File: config.mk
export PLATFORM = sky130hd
export DESIGN_NAME = aio_top
export DESIGN_NICKNAME = d
export VERILOG_FILES = /design/src/aio_pkg.sv /design/src/aio_top.sv /design/src/aio_axis_causes.sv /design/src/aio_int_out.sv
export SDC_FILE = /design/constraint.sdc
export NUM_CORES = 1
export LEC_CHECK = 0
export BUFFER_PORTS_ARGS = -buffer_cell sky130_fd_sc_hd__buf_2
export CAP_MARGIN = 15
export CORE_MARGIN = 4
export CORE_UTILIZATION = 40
export CTS_BUF_LIST = sky130_fd_sc_hd__clkbuf_4
export DETAILED_ROUTE_END_ITERATION = 10
export HOLD_SLACK_MARGIN = 0.15
export PLACE_DENSITY = 0.67
export SYNTH_ARGS = -nofsm -noshare
export SYNTH_HDL_FRONTEND = slang
export SYNTH_SLANG_ARGS = --single-unit
File: constraint.sdc
create_clock -name CORE_CLK_I -period 2.5 [get_ports CORE_CLK_I]
set_clock_uncertainty 0.05 [all_clocks]
set_input_delay 0.5 -clock CORE_CLK_I [delete_from_list [all_inputs] [get_ports CORE_CLK_I]]
set_output_delay 0.5 -clock CORE_CLK_I [all_outputs]
set_load 0.01 [all_outputs]
File: src/aio_pkg.sv
// Shared constants and types for the axis interrupt output block
package aio_pkg;
	localparam int N_AXES = 4;
	localparam int ERR_W = 18;
	localparam int EVT_W = 20;
	localparam int BUF_W = 32;
	localparam int MS_W = 8;
	// Main status summary bit positions
	localparam int MS_STOP_BIT = 2;
	localparam int MS_ERR_BIT = 4;
	localparam int MS_EVT_BIT = 5;
	// Environment and mode bit positions carried by the config ports
	localparam int ENV1_MASK_BIT = 29;
	localparam int ENV2_STOP_EN_BIT = 27;
	localparam int ENV5_KEEP_MS_BIT = 22;
	localparam int ENV5_KEEP_CAUSE_BIT = 23;
	localparam int PRMD_STOP_MODE_BIT = 7;
	// Error cause bit that always reads zero
	localparam int ERR_UNUSED_BIT = 11;
	localparam logic [ERR_W-1:0] ERR_VALID_MASK = 18'h3F7FF;
	// Command codes
	localparam logic [7:0] CMD_RD_ERR = 8'hF2;
	localparam logic [7:0] CMD_RD_EVT = 8'hF3;
	localparam logic [7:0] CMD_WR_EVT_EN = 8'hAC;
	// Reset values
	localparam logic [ERR_W-1:0] ERR_RST = 18'h00000;
	localparam logic [EVT_W-1:0] EVT_RST = 20'h00000;
	localparam logic [BUF_W-1:0] BUF_RST = 32'h00000000;

	typedef struct packed {
		logic valid;
		logic [1:0] axis;
		logic [7:0] code;
	} aio_cmd_s;

	typedef struct packed {
		logic evt;
		logic err;
		logic stop;
	} aio_flags_s;
endpackage

File: src/aio_top.sv
// Interrupt output logic of the four-axis motion controller
`timescale 1ns/1ps
module aio_top #(
	parameter int N_AXES = aio_pkg::N_AXES,
	parameter int ERR_W = aio_pkg::ERR_W,
	parameter int EVT_W = aio_pkg::EVT_W
) (
	// Clock and reset
	input wire logic CORE_CLK_I,
	input wire logic RESETN_I,
	// Cause sources, one bit per cause per axis
	input wire logic [N_AXES-1:0][ERR_W-1:0] ERR_SET_I,
	input wire logic [N_AXES-1:0][EVT_W-1:0] EVT_SET_I,
	input wire logic [N_AXES-1:0] STOP_EVT_I,
	input wire logic [N_AXES-1:0] PREREG_QUEUED_I,
	// Configuration bits
	input wire logic [N_AXES-1:0] INT_MASK_I,
	input wire logic [N_AXES-1:0] STOP_IRQ_EN_I,
	input wire logic [N_AXES-1:0] STOP_MODE_I,
	input wire logic [N_AXES-1:0] KEEP_MAIN_STATUS_ON_READ_I,
	input wire logic [N_AXES-1:0] KEEP_CAUSE_ON_READ_I,
	// Command and buffer
	input aio_pkg::aio_cmd_s CMD_I,
	input wire logic [aio_pkg::BUF_W-1:0] BUF_WDATA_I,
	output logic [aio_pkg::BUF_W-1:0] BUF_RDATA_O,
	output logic BUF_LOAD_O,
	// Main status read
	input wire logic MS_RD_I,
	input wire logic [1:0] MS_AXIS_I,
	output logic [N_AXES-1:0][aio_pkg::MS_W-1:0] MAIN_STATUS_WORD_O,
	// Event enable readback
	output logic [N_AXES-1:0][EVT_W-1:0] EVENT_ENABLE_REG_O,
	// Interrupt pin
	output logic INT_N_O
);
	logic [N_AXES-1:0][ERR_W-1:0] err_cause;
	logic [N_AXES-1:0][EVT_W-1:0] evt_cause;
	logic [N_AXES-1:0][EVT_W-1:0] evt_en;
	aio_pkg::aio_flags_s [N_AXES-1:0] flags;
	logic [N_AXES-1:0] err_rd, evt_rd, en_wr, ms_rd;
	logic [aio_pkg::BUF_W-1:0] buf_r, buf_nxt;
	logic load_r, load_nxt;

	// Decode a command against one axis
	function automatic logic cmd_hit(input aio_pkg::aio_cmd_s c, input logic [7:0] code,
		input int a);
		cmd_hit = c.valid && c.code == code && c.axis == 2'(a);
	endfunction

	always_comb
	begin
		for (int a = 0; a < N_AXES; a++)
		begin
			err_rd[a] = cmd_hit(CMD_I, aio_pkg::CMD_RD_ERR, a);
			evt_rd[a] = cmd_hit(CMD_I, aio_pkg::CMD_RD_EVT, a);
			en_wr[a] = cmd_hit(CMD_I, aio_pkg::CMD_WR_EVT_EN, a);
			ms_rd[a] = MS_RD_I && MS_AXIS_I == 2'(a);
		end
	end

	genvar g;
	generate
		for (g = 0; g < N_AXES; g++)
		begin : g_axis
			aio_axis_causes #(
				.ERR_W(ERR_W),
				.EVT_W(EVT_W)
			) u_axis (
				.clk_i(CORE_CLK_I),
				.resetn_i(RESETN_I),
				.err_set_i(ERR_SET_I[g]),
				.evt_set_i(EVT_SET_I[g]),
				.stop_evt_i(STOP_EVT_I[g]),
				.prereg_queued_i(PREREG_QUEUED_I[g]),
				.stop_en_i(STOP_IRQ_EN_I[g]),
				.stop_mode_i(STOP_MODE_I[g]),
				.keep_ms_i(KEEP_MAIN_STATUS_ON_READ_I[g]),
				.keep_cause_i(KEEP_CAUSE_ON_READ_I[g]),
				.err_rd_i(err_rd[g]),
				.evt_rd_i(evt_rd[g]),
				.ms_rd_i(ms_rd[g]),
				.en_wr_i(en_wr[g]),
				.en_data_i(BUF_WDATA_I[EVT_W-1:0]),
				.err_cause_o(err_cause[g]),
				.evt_cause_o(evt_cause[g]),
				.evt_en_o(evt_en[g]),
				.flags_o(flags[g])
			);
		end
	endgenerate

	// Buffer load from cause registers
	always_comb
	begin
		buf_nxt = buf_r;
		load_nxt = 1'b0;
		if (CMD_I.valid && CMD_I.code == aio_pkg::CMD_RD_ERR)
		begin
			buf_nxt = aio_pkg::BUF_W'(err_cause[CMD_I.axis]);
			load_nxt = 1'b1;
		end
		else if (CMD_I.valid && CMD_I.code == aio_pkg::CMD_RD_EVT)
		begin
			buf_nxt = aio_pkg::BUF_W'(evt_cause[CMD_I.axis]);
			load_nxt = 1'b1;
		end
	end

	always_ff @(posedge CORE_CLK_I)
	begin
		if (!RESETN_I)
		begin
			buf_r <= aio_pkg::BUF_RST;
			load_r <= 1'b0;
		end
		else
		begin
			buf_r <= buf_nxt;
			load_r <= load_nxt;
		end
	end

	assign BUF_RDATA_O = buf_r;
	assign BUF_LOAD_O = load_r;
	assign EVENT_ENABLE_REG_O = evt_en;

	// Main status summary bits
	always_comb
	begin
		for (int a = 0; a < N_AXES; a++)
		begin
			MAIN_STATUS_WORD_O[a] = '0;
			MAIN_STATUS_WORD_O[a][aio_pkg::MS_STOP_BIT] = flags[a].stop;
			MAIN_STATUS_WORD_O[a][aio_pkg::MS_ERR_BIT] = flags[a].err;
			MAIN_STATUS_WORD_O[a][aio_pkg::MS_EVT_BIT] = flags[a].evt;
		end
	end

	aio_int_out #(
		.N_AXES(N_AXES)
	) u_int (
		.clk_i(CORE_CLK_I),
		.resetn_i(RESETN_I),
		.flags_i(flags),
		.mask_i(INT_MASK_I),
		.int_n_o(INT_N_O)
	);

	// Helper terms for checks
	logic pending0;
	logic cmd_err0, cmd_evt0, cmd_en0;
	assign pending0 = |flags[0];
	assign cmd_err0 = cmd_hit(CMD_I, aio_pkg::CMD_RD_ERR, 0);
	assign cmd_evt0 = cmd_hit(CMD_I, aio_pkg::CMD_RD_EVT, 0);
	assign cmd_en0 = cmd_hit(CMD_I, aio_pkg::CMD_WR_EVT_EN, 0);

	a_unused_bit_zero: assert property (
		@(posedge CORE_CLK_I) disable iff (!RESETN_I)
		err_cause[0][aio_pkg::ERR_UNUSED_BIT] == 1'b0)
		else $error("Reserved error cause bit set");

	a_error_always_flags: assert property (
		@(posedge CORE_CLK_I) disable iff (!RESETN_I)
		(ERR_SET_I[0] & aio_pkg::ERR_VALID_MASK) != '0
		|=> flags[0].err && MAIN_STATUS_WORD_O[0][aio_pkg::MS_ERR_BIT])
		else $error("Error cause did not set error flag");

	a_event_gated_off: assert property (
		@(posedge CORE_CLK_I) disable iff (!RESETN_I)
		evt_cause[0] == '0 && (EVT_SET_I[0] & evt_en[0]) == '0
		|=> evt_cause[0] == '0)
		else $error("Disabled event reached cause register");

	a_event_gated_on: assert property (
		@(posedge CORE_CLK_I) disable iff (!RESETN_I)
		(EVT_SET_I[0] & evt_en[0]) != '0 |=> flags[0].evt)
		else $error("Enabled event did not set event flag");

	a_stop_withheld: assert property (
		@(posedge CORE_CLK_I) disable iff (!RESETN_I)
		!flags[0].stop && STOP_MODE_I[0] && PREREG_QUEUED_I[0]
		|=> !flags[0].stop)
		else $error("Stop interrupt raised with next data queued");

	a_stop_raised: assert property (
		@(posedge CORE_CLK_I) disable iff (!RESETN_I)
		STOP_EVT_I[0] && STOP_IRQ_EN_I[0] && !(STOP_MODE_I[0] && PREREG_QUEUED_I[0])
		|=> flags[0].stop ##1 ($past(INT_MASK_I[0]) || !INT_N_O))
		else $error("Enabled stop did not set stop flag");

	a_pin_follows_pending: assert property (
		@(posedge CORE_CLK_I) disable iff (!RESETN_I)
		pending0 && !INT_MASK_I[0] |=> !INT_N_O)
		else $error("Pin released while causes pending");

	a_pin_idle_high: assert property (
		@(posedge CORE_CLK_I) disable iff (!RESETN_I)
		(flags == '0) |=> INT_N_O)
		else $error("Pin low with nothing pending");

	a_mask_holds_high: assert property (
		@(posedge CORE_CLK_I) disable iff (!RESETN_I)
		INT_MASK_I == '1 |=> INT_N_O)
		else $error("Masked pin went low");

	a_unmask_drives_low: assert property (
		@(posedge CORE_CLK_I) disable iff (!RESETN_I)
		$fell(INT_MASK_I[0]) && pending0 |=> !INT_N_O)
		else $error("Unmask with pending cause left pin high");

	a_err_read_clears: assert property (
		@(posedge CORE_CLK_I) disable iff (!RESETN_I)
		cmd_err0 && !KEEP_CAUSE_ON_READ_I[0] && ERR_SET_I[0] == '0
		|=> err_cause[0] == '0 && !flags[0].err)
		else $error("Error cause read did not clear");

	a_keep_on_read: assert property (
		@(posedge CORE_CLK_I) disable iff (!RESETN_I)
		cmd_evt0 && KEEP_CAUSE_ON_READ_I[0] && evt_cause[0] != '0
		|=> evt_cause[0] != '0)
		else $error("Kept event cause was cleared");

	a_ms_read_clears: assert property (
		@(posedge CORE_CLK_I) disable iff (!RESETN_I)
		MS_RD_I && MS_AXIS_I == 2'h0 && !KEEP_MAIN_STATUS_ON_READ_I[0] && !STOP_EVT_I[0]
		|=> !flags[0].stop)
		else $error("Main status read did not clear stop flag");

	a_buf_copies_err: assert property (
		@(posedge CORE_CLK_I) disable iff (!RESETN_I)
		cmd_err0 |=> BUF_LOAD_O && BUF_RDATA_O == aio_pkg::BUF_W'($past(err_cause[0])))
		else $error("Buffer does not hold error causes");

	a_buf_copies_evt: assert property (
		@(posedge CORE_CLK_I) disable iff (!RESETN_I)
		cmd_evt0 |=> BUF_RDATA_O == aio_pkg::BUF_W'($past(evt_cause[0])))
		else $error("Buffer does not hold event causes");

	a_enable_written: assert property (
		@(posedge CORE_CLK_I) disable iff (!RESETN_I)
		cmd_en0 |=> evt_en[0] == $past(BUF_WDATA_I[EVT_W-1:0]))
		else $error("Event enable not written from buffer");

	a_no_spurious_load: assert property (
		@(posedge CORE_CLK_I) disable iff (!RESETN_I)
		!(CMD_I.valid && (CMD_I.code == aio_pkg::CMD_RD_ERR || CMD_I.code == aio_pkg::CMD_RD_EVT))
		|=> !BUF_LOAD_O)
		else $error("Buffer loaded without a cause read");

	a_stop_disabled: assert property (
		@(posedge CORE_CLK_I) disable iff (!RESETN_I)
		!flags[0].stop && !STOP_IRQ_EN_I[0] |=> !flags[0].stop)
		else $error("Stop flag set while stop interrupt disabled");

	a_evt_read_clears: assert property (
		@(posedge CORE_CLK_I) disable iff (!RESETN_I)
		cmd_evt0 && !KEEP_CAUSE_ON_READ_I[0] && (EVT_SET_I[0] & evt_en[0]) == '0
		|=> evt_cause[0] == '0 && !flags[0].evt)
		else $error("Event cause read did not clear");

	a_keep_ms_read: assert property (
		@(posedge CORE_CLK_I) disable iff (!RESETN_I)
		MS_RD_I && MS_AXIS_I == 2'h0 && KEEP_MAIN_STATUS_ON_READ_I[0] && flags[0].stop
		|=> flags[0].stop)
		else $error("Kept stop flag was cleared");

	a_status_spare_zero: assert property (
		@(posedge CORE_CLK_I) disable iff (!RESETN_I)
		(MAIN_STATUS_WORD_O[0] & 8'hCB) == 8'h00)
		else $error("Spare main status bit set");

	c_pin_asserted: cover property (
		@(posedge CORE_CLK_I) disable iff (!RESETN_I)
		INT_N_O ##1 !INT_N_O);

	c_read_releases: cover property (
		@(posedge CORE_CLK_I) disable iff (!RESETN_I)
		!INT_N_O && cmd_err0 ##2 INT_N_O);

	c_unmask_pending: cover property (
		@(posedge CORE_CLK_I) disable iff (!RESETN_I)
		$fell(INT_MASK_I[0]) && pending0);

	c_stop_cleared: cover property (
		@(posedge CORE_CLK_I) disable iff (!RESETN_I)
		flags[0].stop ##1 !flags[0].stop);

	c_cause_kept: cover property (
		@(posedge CORE_CLK_I) disable iff (!RESETN_I)
		KEEP_CAUSE_ON_READ_I[0] && cmd_evt0 && pending0 ##1 pending0);
endmodule // aio_top

File: src/aio_axis_causes.sv
// Per-axis cause registers, event enable and summary flags
`timescale 1ns/1ps
module aio_axis_causes #(
	parameter int ERR_W = 18,
	parameter int EVT_W = 20
) (
	// Clock and reset
	input wire logic clk_i,
	input wire logic resetn_i,
	// Cause sources
	input wire logic [ERR_W-1:0] err_set_i,
	input wire logic [EVT_W-1:0] evt_set_i,
	input wire logic stop_evt_i,
	input wire logic prereg_queued_i,
	// Configuration
	input wire logic stop_en_i,
	input wire logic stop_mode_i,
	input wire logic keep_ms_i,
	input wire logic keep_cause_i,
	// Access strobes
	input wire logic err_rd_i,
	input wire logic evt_rd_i,
	input wire logic ms_rd_i,
	input wire logic en_wr_i,
	input wire logic [EVT_W-1:0] en_data_i,
	// State
	output logic [ERR_W-1:0] err_cause_o,
	output logic [EVT_W-1:0] evt_cause_o,
	output logic [EVT_W-1:0] evt_en_o,
	output aio_pkg::aio_flags_s flags_o
);
	logic [ERR_W-1:0] err_r, err_nxt;
	logic [EVT_W-1:0] evt_r, evt_nxt, en_r, en_nxt;
	logic stop_r, stop_nxt;

	always_comb
	begin
		err_nxt = err_r;
		evt_nxt = evt_r;
		en_nxt = en_r;
		stop_nxt = stop_r;
		if (en_wr_i)
			en_nxt = en_data_i;
		if (err_rd_i && !keep_cause_i)
			err_nxt = '0;
		if (evt_rd_i && !keep_cause_i)
			evt_nxt = '0;
		if (ms_rd_i && !keep_ms_i)
			stop_nxt = 1'b0;
		// Sets win over clears
		err_nxt = (err_nxt | err_set_i) & aio_pkg::ERR_VALID_MASK;
		evt_nxt = evt_nxt | (evt_set_i & en_r);
		if (stop_evt_i && stop_en_i && !(stop_mode_i && prereg_queued_i))
			stop_nxt = 1'b1;
	end

	always_ff @(posedge clk_i)
	begin
		if (!resetn_i)
		begin
			err_r <= aio_pkg::ERR_RST;
			evt_r <= aio_pkg::EVT_RST;
			en_r <= aio_pkg::EVT_RST;
			stop_r <= 1'b0;
		end
		else
		begin
			err_r <= err_nxt;
			evt_r <= evt_nxt;
			en_r <= en_nxt;
			stop_r <= stop_nxt;
		end
	end

	assign err_cause_o = err_r;
	assign evt_cause_o = evt_r;
	assign evt_en_o = en_r;
	assign flags_o.stop = stop_r;
	assign flags_o.err = |err_r;
	assign flags_o.evt = |evt_r;
endmodule // aio_axis_causes

File: src/aio_int_out.sv
// Shared active-low interrupt pin driver
`timescale 1ns/1ps
module aio_int_out #(
	parameter int N_AXES = 4
) (
	// Clock and reset
	input wire logic clk_i,
	input wire logic resetn_i,
	// Per-axis flags and masks
	input aio_pkg::aio_flags_s [N_AXES-1:0] flags_i,
	input wire logic [N_AXES-1:0] mask_i,
	// Pin
	output logic int_n_o
);
	logic int_n_r, int_n_nxt;

	always_comb
	begin
		int_n_nxt = 1'b1;
		for (int a = 0; a < N_AXES; a++)
			if (!mask_i[a] && (|flags_i[a]))
				int_n_nxt = 1'b0;
	end

	always_ff @(posedge clk_i)
	begin
		if (!resetn_i)
			int_n_r <= 1'b1;
		else
			int_n_r <= int_n_nxt;
	end

	assign int_n_o = int_n_r;
endmodule // aio_int_out

; ---- Word level (Yosys, flattened, before mapping)
; Index checks and enable logic that the tools add are counted.
[word_totals]
register_bits = 258
latchBits = 0
word_cells = 158
mem_count = 0
out_inout_bits = 146
inputBits = 228
ram_bits = 0
mem_bits_ro = 0
[op_classes]
div = 0
n_addsub = 0
mux = 28
n_bitwise = 13
n_reduce_logical = 83
shift = 0
mul = 0
n_eq_ne = 9
magnitude_cmp = 1
[op_table]
columns = operator, count
row1 = 39-bit OR reduction, 4
row2 = 18-bit two-way mux, 7
row3 = 20-bit two-way mux, 5
row4 = 20-bit bitwise AND, 4
row5 = 20-bit OR, 4
row6 = 20-bit OR reduction, 4
row7 = 18-bit OR, 4
row8 = 18-bit OR reduction, 4
row9 = 1-bit logical AND, 47
row10 = 20-bit binary-select mux with 2-bit select, 1
row11 = 18-bit binary-select mux with 2-bit select, 1
row12 = 8-bit == test (second input constant), 3
row13 = 1-bit zero test, 16
row14 = 1-bit two-way mux, 14
row15 = 2-bit nonzero test, 5
row16 = 2-bit == test (second input constant), 4
row17 = 2-bit by 1-bit == test with 1-bit output (second input constant), 2
row18 = 2-bit zero test, 2
row19 = 2-bit by 3-bit < comparator with 1-bit output (second input constant), 1
row20 = 2-bit OR reduction, 1
row21 = 1-bit inverter, 1

; ---- Depth between registers and ports, before layout
; Gate-level depths: netlist (run 1).
[depth]
depth_word = 6
ltp_mapped = 8
ltp_nobuf = 5

; ---- Hierarchy
; From an unflattened synthesis (run 1), not the netlist that was laid out.
[unflattened]
hier_cells = 1068
hier_area_um2 = 10916.7
[modules_own_cells]
columns = mod, cells_per_inst, seq_area_each_um2, instances, area_per_inst_um2
row1 = aio_axis_causes, 207, 1161.1, 4, 2138.3
row2 = aio_top, 232, 420.4, 1, 2301.0
row3 = aio_int_out, 8, 20.0, 1, 62.6

; ---- Worst setup path before layout (run 1)
; Ideal clock, no wire load.
[synth_path]
path_type = input port to flip-flop
start = input CMD_I[8] (netlist name)
end = register g_axis[0].u_axis.err_r[10]
arrival_time_ps = 1717
n_path_buf = 3
cell_stages = 7
path_slack_ps = 606
setup_time_ps = 128
required_time_ps = 2322
cell_sequence = buf_4 buf_2 nor3_1 nand3b_1 clkbuf_1 a21oi_1 nor2_1
[synth_via]
elab_chain_len = 5
[synth_rtl]
columns = element, line_no
row1 = start: declaration, aio_top.sv:23  ; input aio_pkg::aio_cmd_s CMD_I,
row2 = 2-bit zero test, n/a
row3 = 1-bit logical AND, n/a
row4 = 1-bit logical AND, aio_axis_causes.sv:44  ; if (err_rd_i && !keep_cause_i)
row5 = 18-bit two-way mux, aio_axis_causes.sv:44
row6 = 18-bit OR, aio_axis_causes.sv:51  ; err_nxt = (err_nxt | err_set_i) & aio_pkg::ERR_VALID_MASK;
row7 = end signal: assignment, aio_axis_causes.sv:61  ; err_r <= aio_pkg::ERR_RST;
row8 = end signal: assignment, aio_axis_causes.sv:68  ; err_r <= err_nxt;
row9 = end: declaration, aio_axis_causes.sv:32  ; logic [ERR_W-1:0] err_r, err_nxt;
; No other way between the ends.
; A chain may end at the register's enable or synchronous reset.

==> results of run 1 <==
-- cell families (layout without fill, tap and decap cells) --
logic type | after synthesis | after routing | synth area share (%)
AO/OA/AOI/OAI | 180 | 180 | 11.6
buffers and inverters | 107 | 678 | 5.78
flip-flops | 254 | 254 | 50.1
multiplexers | 134 | 134 | 17.8
other | 1 | 36 | 0.0369
AND/OR/NAND/NOR | 339 | 339 | 14.7
-- final timing paths --
| check | endpoint | start | slack [ps] |
|---|---|---|---|
| worst min register to register | BUF_RDATA_O[19] | BUF_RDATA_O[19] | 430 |
| worst max-delay path | MAIN_STATUS_WORD_O[28] | g_axis[3].u_axis.err_cause_o[10] | -180 |
| worst max register to register | u_int.int_n_o | g_axis[2].u_axis.err_cause_o[16] | 290 |
| worst min-delay path | BUF_RDATA_O[16] | CMD_I[3] | 350 |
-- cell type report --
| type | count | area, µm² |
|---|---|---|
| Antenna cell | 4 | 10.0 |
| Clock buffer | 89 | 668 |
| Clock inverter | 22 | 120 |
| Fill cell | 2091 | 9870 |
| Inverter | 6 | 27.5 |
| Multi-Input combinational cell | 685 | 4900 |
| Sequential cell | 254 | 5110 |
| Tap cell | 330 | 413 |
| Timing Repair Buffer | 561 | 3990 |
-- worst max-delay path, stage by stage (launching register included) --
cell and delay [ps]:
dfxtp_2 330, or4_4 550, nor4_4 310, nand3_2 150, buf_6 150
-- flip-flops by register name, summed over array words and instances, names as in the netlist --
register / cells
BUF_LOAD_O: 1
g_axis.u_axis.stop_r: 4
g_axis.u_axis.err_cause_o: 68
g_axis.u_axis.evt_en_o: 80
u_int.int_n_o: 1
g_axis.u_axis.evt_cause_o: 80
BUF_RDATA_O: 20
-- power breakdown --
| group | internal [mW] | leakage [nW] | total [mW] | switching, mW |
|---|---|---|---|---|
| Clock | 1.76 | 0.470 | 3.48 | 1.72 |
| Sequential | 4.14 | 2.07 | 4.22 | 0.0862 |
| Combinational | 0.494 | 4.69 | 0.893 | 0.398 |
| Total | 6.39 | 7.24 | 8.59 | 2.20 |
-- Yosys cell counts (all sizes together) (5+ instances only) --
cell type  count  area share (%)
or4            7            0.55
nand3b         7            0.55
clkbuf        39             1.4
mux2i         97             9.6
a211oi        17             1.3
nand3         19            0.94
nor4          31             2.0
buf           62             4.1
dfxtp        254              50
a21oi         74             3.6
mux4          37             8.2
inv            5            0.18
o31ai          6            0.49
nor2         249             9.2
a22oi         80             5.9
nand2          9            0.33
-- layer usage --
layer | global-route usage (%) | wire length (µm) | share of wire, % | up-vias
met1 | 32.8 | 15700 | 39 | 4967
met4 | 14.8 | 2160 | 5.3 | 2
li1 | - | - | - | 4750
met5 | 0 | 13 | 0.032 | -
met2 | 45.7 | 19400 | 48 | 591
met3 | 6.35 | 3240 | 8.0 | 153
-- timing repair --
item                                   in CTS  in global routing
pin swaps                                  13                  9
hold buffers                              185                  0
gates cloned                                0                  0
setup buffers                              10                  5
gates resized for setup                    47                 22
endpoints found under the hold margin     236                  0
setup endpoints to repair                   8                  8
-- metrics by stage --
stage	hold slack (ps)	util, %	cells
2_1_floorplan	406	-	1046
3_3_place_gp	408	48.3	1637
3_5_place_dp	416	48.3	1637
4_1_cts	287	60.0	1942
5_1_grt	330	60.7	1951
6_report	355	60.7	1951
==> run_results.csv, run 1 <==
group,metric,value,unit
layout,final_common_cell,"buf_2",
floorplanning,die_h,167,µm
sta,max_freq,374,MHz
sta,fin_crit,2680,ps
synthesis,yosysSeqAreaShare,50.1,%
critical_path,reg2regPathDepth,8,
global_routing,grt_antenna_before_repair,5,
sta,fin_crit_sh,107,%
synthesis,synthCells,1015,
sta,finalHoldViolations,0,
sta,rsz0062_at_grt,"yes",
sta,maxSlewViolCount,0,
power_and_ir_drop,leakagePower,7.24,nW
critical_path,startpoint_type,"register",
layout,final_cell_mix,"320 x buf_2, 249 x nor2_1, 237 x dfxtp_1",
synthesis,yosys_warnings,0,
synthesis,synth_ff_type,"dfxtp_1",
hold_path,hp-class,"in -> reg",
clock_tree,htree_levels,3,
clock_tree,cts_made_buffers,70,
global_routing,grt_pass1_wl,60.2,mm
layout,drive_gt1_share,35.0,%
route,wl,40.5,mm
clock_tree,cts.path.max_buffers,3,
placed_design,gp_congestion,0.903,
power_and_ir_drop,ir_drop,0.382,mV
placed_design,dpl-instance-area,12100,µm²
clock_tree,tritoncts,"done",
route,antenna_left,0,
global_routing,grt_pass1_vias,10800,
clock_tree,clkTransAtPathRegs,60,ps
status,violations,"negative setup slack",
sta,layout_setup_ws,-177,ps
placed_design,place_ws,275,ps
floorplanning,die_x,167,µm
clock_tree,ctsRootBufferMaster,"clkbuf_4",
synthesis,netlist_area,10200,µm²
global_routing,grt_overflow,0,
critical_path,cp_max_fo,2,
power_and_ir_drop,powerDensity,564,nW/µm²
floorplanning,io_pins,374,
route,initialDrtViolationCount,740,
layout,final_nets,1806,
sta,slew_headroom,64.2,%
run,cap_violations,0,
floorplanning,initial_utilization,40.4,%
sta,fin_setup_tns,-529,ps
route,vias_per_cell,5.36,
route,drc,0,
floorplanning,core_area,25100,µm²
hold_path,whs_path_depth,5,
clock_tree,clk_latency,650,ps
placed_design,port-buffer-count,325,
synthesis,ys_types,37,
layout,stdcell_area,15200,µm²
critical_path,cp.required,1950,ps
synthesis,ys_ff_latch,254,
clock_tree,clock-sinks,254,
critical_path,critPathKind,"reg -> out",
route,wl_per_cell,20.8,µm
synthesis,synth.avg_cell_area,10.0,µm²
status,outcome,"complete, but fails checks",
critical_path,endpoint_kind,"output port",
sta,setup_viol,4,
floorplanning,die-area,28000,µm²
floorplanning,rows,58,
global_routing,grt_max_degree,55,
sta,worst_slew_pin_slew,532,ps
synthesis,async_reset_ff_share,0,%
critical_path,crit_arrival,2130,ps
global_routing,grt.total_usage,27.4,%
synthesis,synth_edf_count,0,
layout,area.growth.synth_to_final,50.1,%
placed_design,hpwl,27.3,mm
power_and_ir_drop,finalPower,8.59,mW
route,dr.pass1.iters,7,
route,vias,10500,
(Power assumes the default switching activity.)
==> run 2: changes to the inputs <==
- PLACE_DENSITY: 0.67 -> unset
- PLACE_DENSITY_LB_ADDON: unset -> 0.05
==> run 2 against run 1 <==
The flow still finishes with violations (negative setup slack). Routed wire length decreased by 5.8%. Largest power group unchanged. Non-clock buffer count decreased by 13. Global-route usage decreased by 1.1 points. Sequential power about the same. Critical endpoint is now MAIN_STATUS_WORD_O[20]. Worst setup slack got worse by 78 ps.
==> run_results.csv, run 2 (synthesis gave the netlist of run 1 again) <==
group,metric,value,unit
status,outcome,"complete, but fails checks",
status,violations,"negative setup slack",
placed_design,port-buffer-count,325,
global_routing,grt_max_degree,65,
global_routing,grt_antenna_before_repair,5,
hold_path,hold_start,"CMD_I[3]",
critical_path,reg2reg_to,"u_int.int_n_o",
route,vias_per_cell,5.13,
layout,final_nets,1793,
critical_path,startpoint_type,"register",
run,cap_violations,0,
clock_tree,htree_levels,3,
route,antenna_left,0,
placed_design,hpwl,26.1,mm
placed_design,dpl-instance-area,12100,µm²
route,dr.pass1.iters,5,
sta,setup_viol,4,
clock_tree,cts.path.max_buffers,3,
layout,drive_gt1_share,34.8,%
route,drc,0,
sta,fin_crit,2750,ps
critical_path,cp.required,1950,ps
clock_tree,clock-sinks,254,
layout,final_common_cell,"buf_2",
critical_path,cp_max_fo,2,
floorplanning,die_x,167,µm
floorplanning,core_area,25100,µm²
sta,worst_slew_pin_slew,593,ps
floorplanning,initial_utilization,40.4,%
critical_path,cp_slowest_cell,"or4_4",
global_routing,grt_pass1_vias,10100,
hold_path,hp-class,"in -> reg",
global_routing,grt_overflow,0,
power_and_ir_drop,ir_drop,0.317,mV
route,vias,9976,
floorplanning,die-area,28000,µm²
sta,maxSlewViolCount,0,
route,wl,38.1,mm
critical_path,crit_buf_inv,2,
sta,slew_headroom,60.1,%
sta,layout_setup_ws,-255,ps
global_routing,grt_pass1_wl,57.6,mm
hold_path,whs_path_depth,5,
placed_design,gp_congestion,0.821,
power_and_ir_drop,leakagePower,7.23,nW
clock_tree,tritoncts,"done",
critical_path,cp.depth,5,
layout,stdcell_area,15200,µm²
sta,max_freq,363,MHz
sta,finalHoldViolations,0,
critical_path,r2r_slack,440,ps
critical_path,path_delay_family,"simple AND/OR/NAND/NOR gates",
global_routing,grt.total_usage,26.3,%
hold_path,hold_path_end,"BUF_RDATA_O[3]",
clock_tree,ctsRootBufferMaster,"clkbuf_4",
floorplanning,die_h,167,µm
critical_path,crit_path_cell_trace,"or4_4 > nor4_4 > buf_4 > nand3_4 > buf_6",
critical_path,crit_arrival,2200,ps
critical_path,reg2regPathDepth,7,
critical_path,critPathKind,"reg -> out",
clock_tree,clk_latency,660,ps
layout,final_cell_mix,"318 x buf_2, 249 x nor2_1, 241 x dfxtp_1",
power_and_ir_drop,powerDensity,583,nW/µm²
sta,fin_crit_sh,110,%
route,wl_per_cell,19.6,µm
critical_path,critPathMaxStageDelay,540,ps
floorplanning,io_pins,374,
floorplanning,rows,58,
layout,area.growth.synth_to_final,50.2,%
sta,whs,396,ps
clock_tree,cts_made_buffers,70,
critical_path,endpoint_kind,"output port",
critical_path,r2r-start,"g_axis[2].u_axis.err_cause_o[10]",
route,initialDrtViolationCount,723,
sta,rsz0062_at_grt,"yes",
clock_tree,clkTransAtPathRegs,60,ps
==> run 2: area by class of cell <==
type / count / area (µm²)
Tap cell: 330 / 413
Clock buffer: 106 / 796
Sequential cell: 254 / 5100
Antenna cell: 4 / 10.0
Timing Repair Buffer: 548 / 3920
Multi-Input combinational cell: 685 / 4890
Inverter: 6 / 27.5
Clock inverter: 12 / 97.6
Fill cell: 2243 / 9860
==> run 2: worst max path at each step <==
stage / startpoint / end / slack, ps
finish: g_axis[2].u_axis.err_cause_o[10] / MAIN_STATUS_WORD_O[20] / -250
global route: g_axis[2].u_axis.err_cause_o[10] / MAIN_STATUS_WORD_O[20] / -330
CTS: g_axis[2].u_axis.err_cause_o[9] / MAIN_STATUS_WORD_O[20] / -280
detailed placement: g_axis[2].u_axis.err_cause_o[16] / MAIN_STATUS_WORD_O[20] / 150
global placement: g_axis[2].u_axis.err_cause_o[16] / MAIN_STATUS_WORD_O[20] / 110
floorplan: CMD_I[8] / g_axis[0].u_axis.err_cause_o[10] / 610
==> run 2: stage by stage <==
| stage | std cells | setup slack (ps) | utilization (%) | setup TNS, ps | power (mW) |
|---|---|---|---|---|---|
| final | 1945 | -255 | 60.7 | -569 | 8.88 |
| after global routing | 1944 | -328 | 60.7 | -1050 | 9.30 |
| after CTS | 1940 | -283 | 60.6 | -796 | 8.98 |
| after detailed placement | 1630 | 151 | 48.2 | 0 | 4.91 |
| after global placement | 1630 | 111 | 48.2 | 0 | 4.91 |
| after floorplan | 1046 | 606 | - | 0 | 4.62 |
==> run 2: worst register-to-register path: cells and delay by family, from the launching register on <==
family / cells / cell delay (ps)
buffers and inverters: 2 / 350
AOI/OAI and AO/OA: 2 / 370
and+or+nand+nor: 3 / 910
DFF: 1 / 320
==> run 2: per-layer routing <==
layer  up-vias  wire [µm]  part of all wire, %  track usage [%]
met5         -         25                0.066                0
met4         4        909                  2.4             9.00
met3        63       2720                  7.1             5.97
met2       432      18100                   47             42.7
met1      4737      16400                   43             34.8
li1       4740          -                    -                -
==> run 2: where the power goes <==
part | leakage (nW) | total (mW) | switching [mW] | internal, mW
combinational | 4.62 | 0.875 | 0.382 | 0.494
clock | 0.534 | 3.79 | 1.67 | 2.12
sequential | 2.07 | 4.22 | 0.0839 | 4.14
==> run 2: repair_timing <==
item / 4_1_cts / 5_1_grt
resized for setup: 62 / 4
setup endpoints to repair: 8 / 7
pin swaps: 15 / 8
buffers inserted: 8 / 1
hold buffers: 184 / 0
hold endpoints to repair: 234 / 0
==> run 3: changes to the inputs <==
- PLACE_DENSITY: unset -> 0.72
- PLACE_DENSITY_LB_ADDON: 0.05 -> unset
==> run 3 against run 2 <==
The run still ends with negative setup slack left. Cell count up 0.57%. Critical path depth down 1. Total power up 1.3%. Routed wire length up 11%. Hold slack worse by 43 ps. Combinational power up 3.7%. Critical path type unchanged. Largest power group unchanged. Highest routed layer unchanged.
==> run_results.csv, run 3 (synthesis gave the netlist of run 1 again) <==
group,metric,value,unit
status,outcome,"complete, but fails checks",
status,violations,"negative setup slack",
placed_design,port-buffer-count,325,
critical_path,startpoint_type,"register",
critical_path,path_delay_family,"simple AND/OR/NAND/NOR gates",
global_routing,grt.total_usage,28.7,%
floorplanning,die_h,167,µm
route,dr.pass1.iters,7,
floorplanning,initial_utilization,40.4,%
critical_path,crit_path_cell_trace,"nor4_4 > nand4_1 > or4_4 > buf_6",
sta,finalHoldViolations,0,
hold_path,hold_start,"CMD_I[3]",
critical_path,endpoint_kind,"output port",
layout,fill_cells,1976,
power_and_ir_drop,leakagePower,7.29,nW
route,vias_per_cell,5.47,
hold_path,hp-class,"in -> reg",
sta,fin_crit_sh,108,%
placed_design,gp_congestion,0.901,
sta,slew_headroom,66.3,%
critical_path,reg2regPathDepth,6,
route,vias,10700,
critical_path,cp.required,1950,ps
sta,fin_setup_tns,-590,ps
power_and_ir_drop,ir_drop,0.358,mV
route,drc,0,
critical_path,critPathMaxStageDelay,520,ps
critical_path,reg2reg_to,"u_int.int_n_o",
layout,final_common_cell,"buf_2",
floorplanning,die-area,28000,µm²
clock_tree,cts.path.max_buffers,3,
sta,max_freq,372,MHz
critical_path,cp_max_fo,3,
critical_path,crit_arrival,2140,ps
sta,fin_crit,2690,ps
sta,maxSlewViolCount,0,
route,antenna_left,0,
global_routing,grt_max_degree,54,
hold_path,hold_path_end,"BUF_RDATA_O[11]",
sta,layout_setup_ws,-191,ps
placed_design,hpwl,27.6,mm
global_routing,grt_antenna_before_repair,6,
clock_tree,tritoncts,"done",
layout,multi_input_area,4900,µm²
floorplanning,die_x,167,µm
route,wl_per_cell,21.6,µm
layout,area.growth.synth_to_final,51.1,%
critical_path,r2r_slack,310,ps
clock_tree,clk_latency,660,ps
sta,worst_slew_pin_slew,500,ps
critical_path,cp_slowest_cell,"or4_4",
clock_tree,htree_levels,3,
floorplanning,io_pins,374,
power_and_ir_drop,powerDensity,586,nW/µm²
clock_tree,clkTransAtPathRegs,70,ps
global_routing,grt_pass1_vias,11100,
route,initialDrtViolationCount,915,
global_routing,grt_overflow,0,
clock_tree,cts_made_buffers,70,
clock_tree,ctsRootBufferMaster,"clkbuf_4",
critical_path,r2r-start,"g_axis[2].u_axis.err_cause_o[13]",
sta,setup_viol,4,
layout,final_cell_mix,"318 x buf_2, 249 x nor2_1, 235 x dfxtp_1",
placed_design,place_ws,295,ps
layout,drive_gt1_share,35.7,%
hold_path,whs_path_depth,5,
route,wl,42.3,mm
global_routing,grt_pass1_wl,62.6,mm
floorplanning,rows,58,
critical_path,critPathKind,"reg -> out",
layout,final_nets,1803,
sta,rsz0062_at_grt,"yes",
run,cap_violations,0,
layout,regArea,5110,µm²
critical_path,crit_buf_inv,1,
floorplanning,core_area,25100,µm²
clock_tree,clock-sinks,254,
-- run 3: cell types whose count changed in the layout (fill, tap and decap cells not counted), sizes merged --
cell	change
clkbuf	-1
buf	+10
clkinv	-1
inv	+1
clkinvlp	+2
-- run 3: worst max path at each step --
stage	start	endpoint	slack (ps)	cells past startpoint
after floorplan	CMD_I[8]	g_axis[0].u_axis.err_cause_o[10]	610	7
after global placement	g_axis[0].u_axis.err_cause_o[16]	MAIN_STATUS_WORD_O[4]	310	4
after CTS	g_axis[2].u_axis.err_cause_o[10]	MAIN_STATUS_WORD_O[20]	-220	5
final	g_axis[0].u_axis.err_cause_o[13]	MAIN_STATUS_WORD_O[4]	-190	4
after detailed placement	CMD_I[10]	g_axis[2].u_axis.err_cause_o[12]	290	7
after global routing	g_axis[2].u_axis.err_cause_o[13]	MAIN_STATUS_WORD_O[20]	-280	4
-- run 3: worst reg2reg max path: cells and delay by family (launching register included) --
family,cells,cell delay (ps)
flops,1,330
simple gates,3,990
buf+inv,1,200
compound gates,2,530
-- run 3: cell type report --
cell class | count | area share [%]
sequential | 254 | 33.3
clock inverter | 14 | 0.742
antenna | 4 | 0.0652
clock buffer | 105 | 5.14
tap | 330 | 2.69
timing repair buffer | 558 | 25.9
multi-input combinational | 685 | 31.9
inverter | 6 | 0.179
-- run 3: power by group --
group | switching [mW] | total [mW] | leakage, nW | internal [mW]
clock network | 1.75 | 3.86 | 0.535 | 2.12
logic | 0.414 | 0.907 | 4.68 | 0.494
registers | 0.0917 | 4.23 | 2.08 | 4.14
-- run 3: timing repair --
item,4_1_cts,5_1_grt
pin swaps,10,8
cloned,0,0
setup endpoints to repair,8,8
hold buffers,184,0
hold endpoints to repair,234,0
setup buffers,9,5
gates resized for setup,54,20
-- run 3: per-stage QoR --
step / utilization (%) / instances / power [mW] / hold WS [ps] / area, µm²
floorplan: - / 1046 / 4.62 / 406 / 10300
finish: 61.1 / 1956 / 9.00 / 353 / 15300
CTS: 60.5 / 1948 / 8.99 / 277 / 15200
detailed placement: 48.3 / 1636 / 4.91 / 413 / 12100
global route: 61.1 / 1955 / 9.37 / 317 / 15300
global placement: 48.3 / 1636 / 4.90 / 409 / 12100
-- run 3: routing by layer --
metal  GRT usage [%]  up-vias  routed length [µm]
met5               0        -                  34
met4            16.2        6                2520
met3            7.67      183                4250
met2            47.9      776               20000
met1            33.4     4967               15500
li1                -     4765                   -
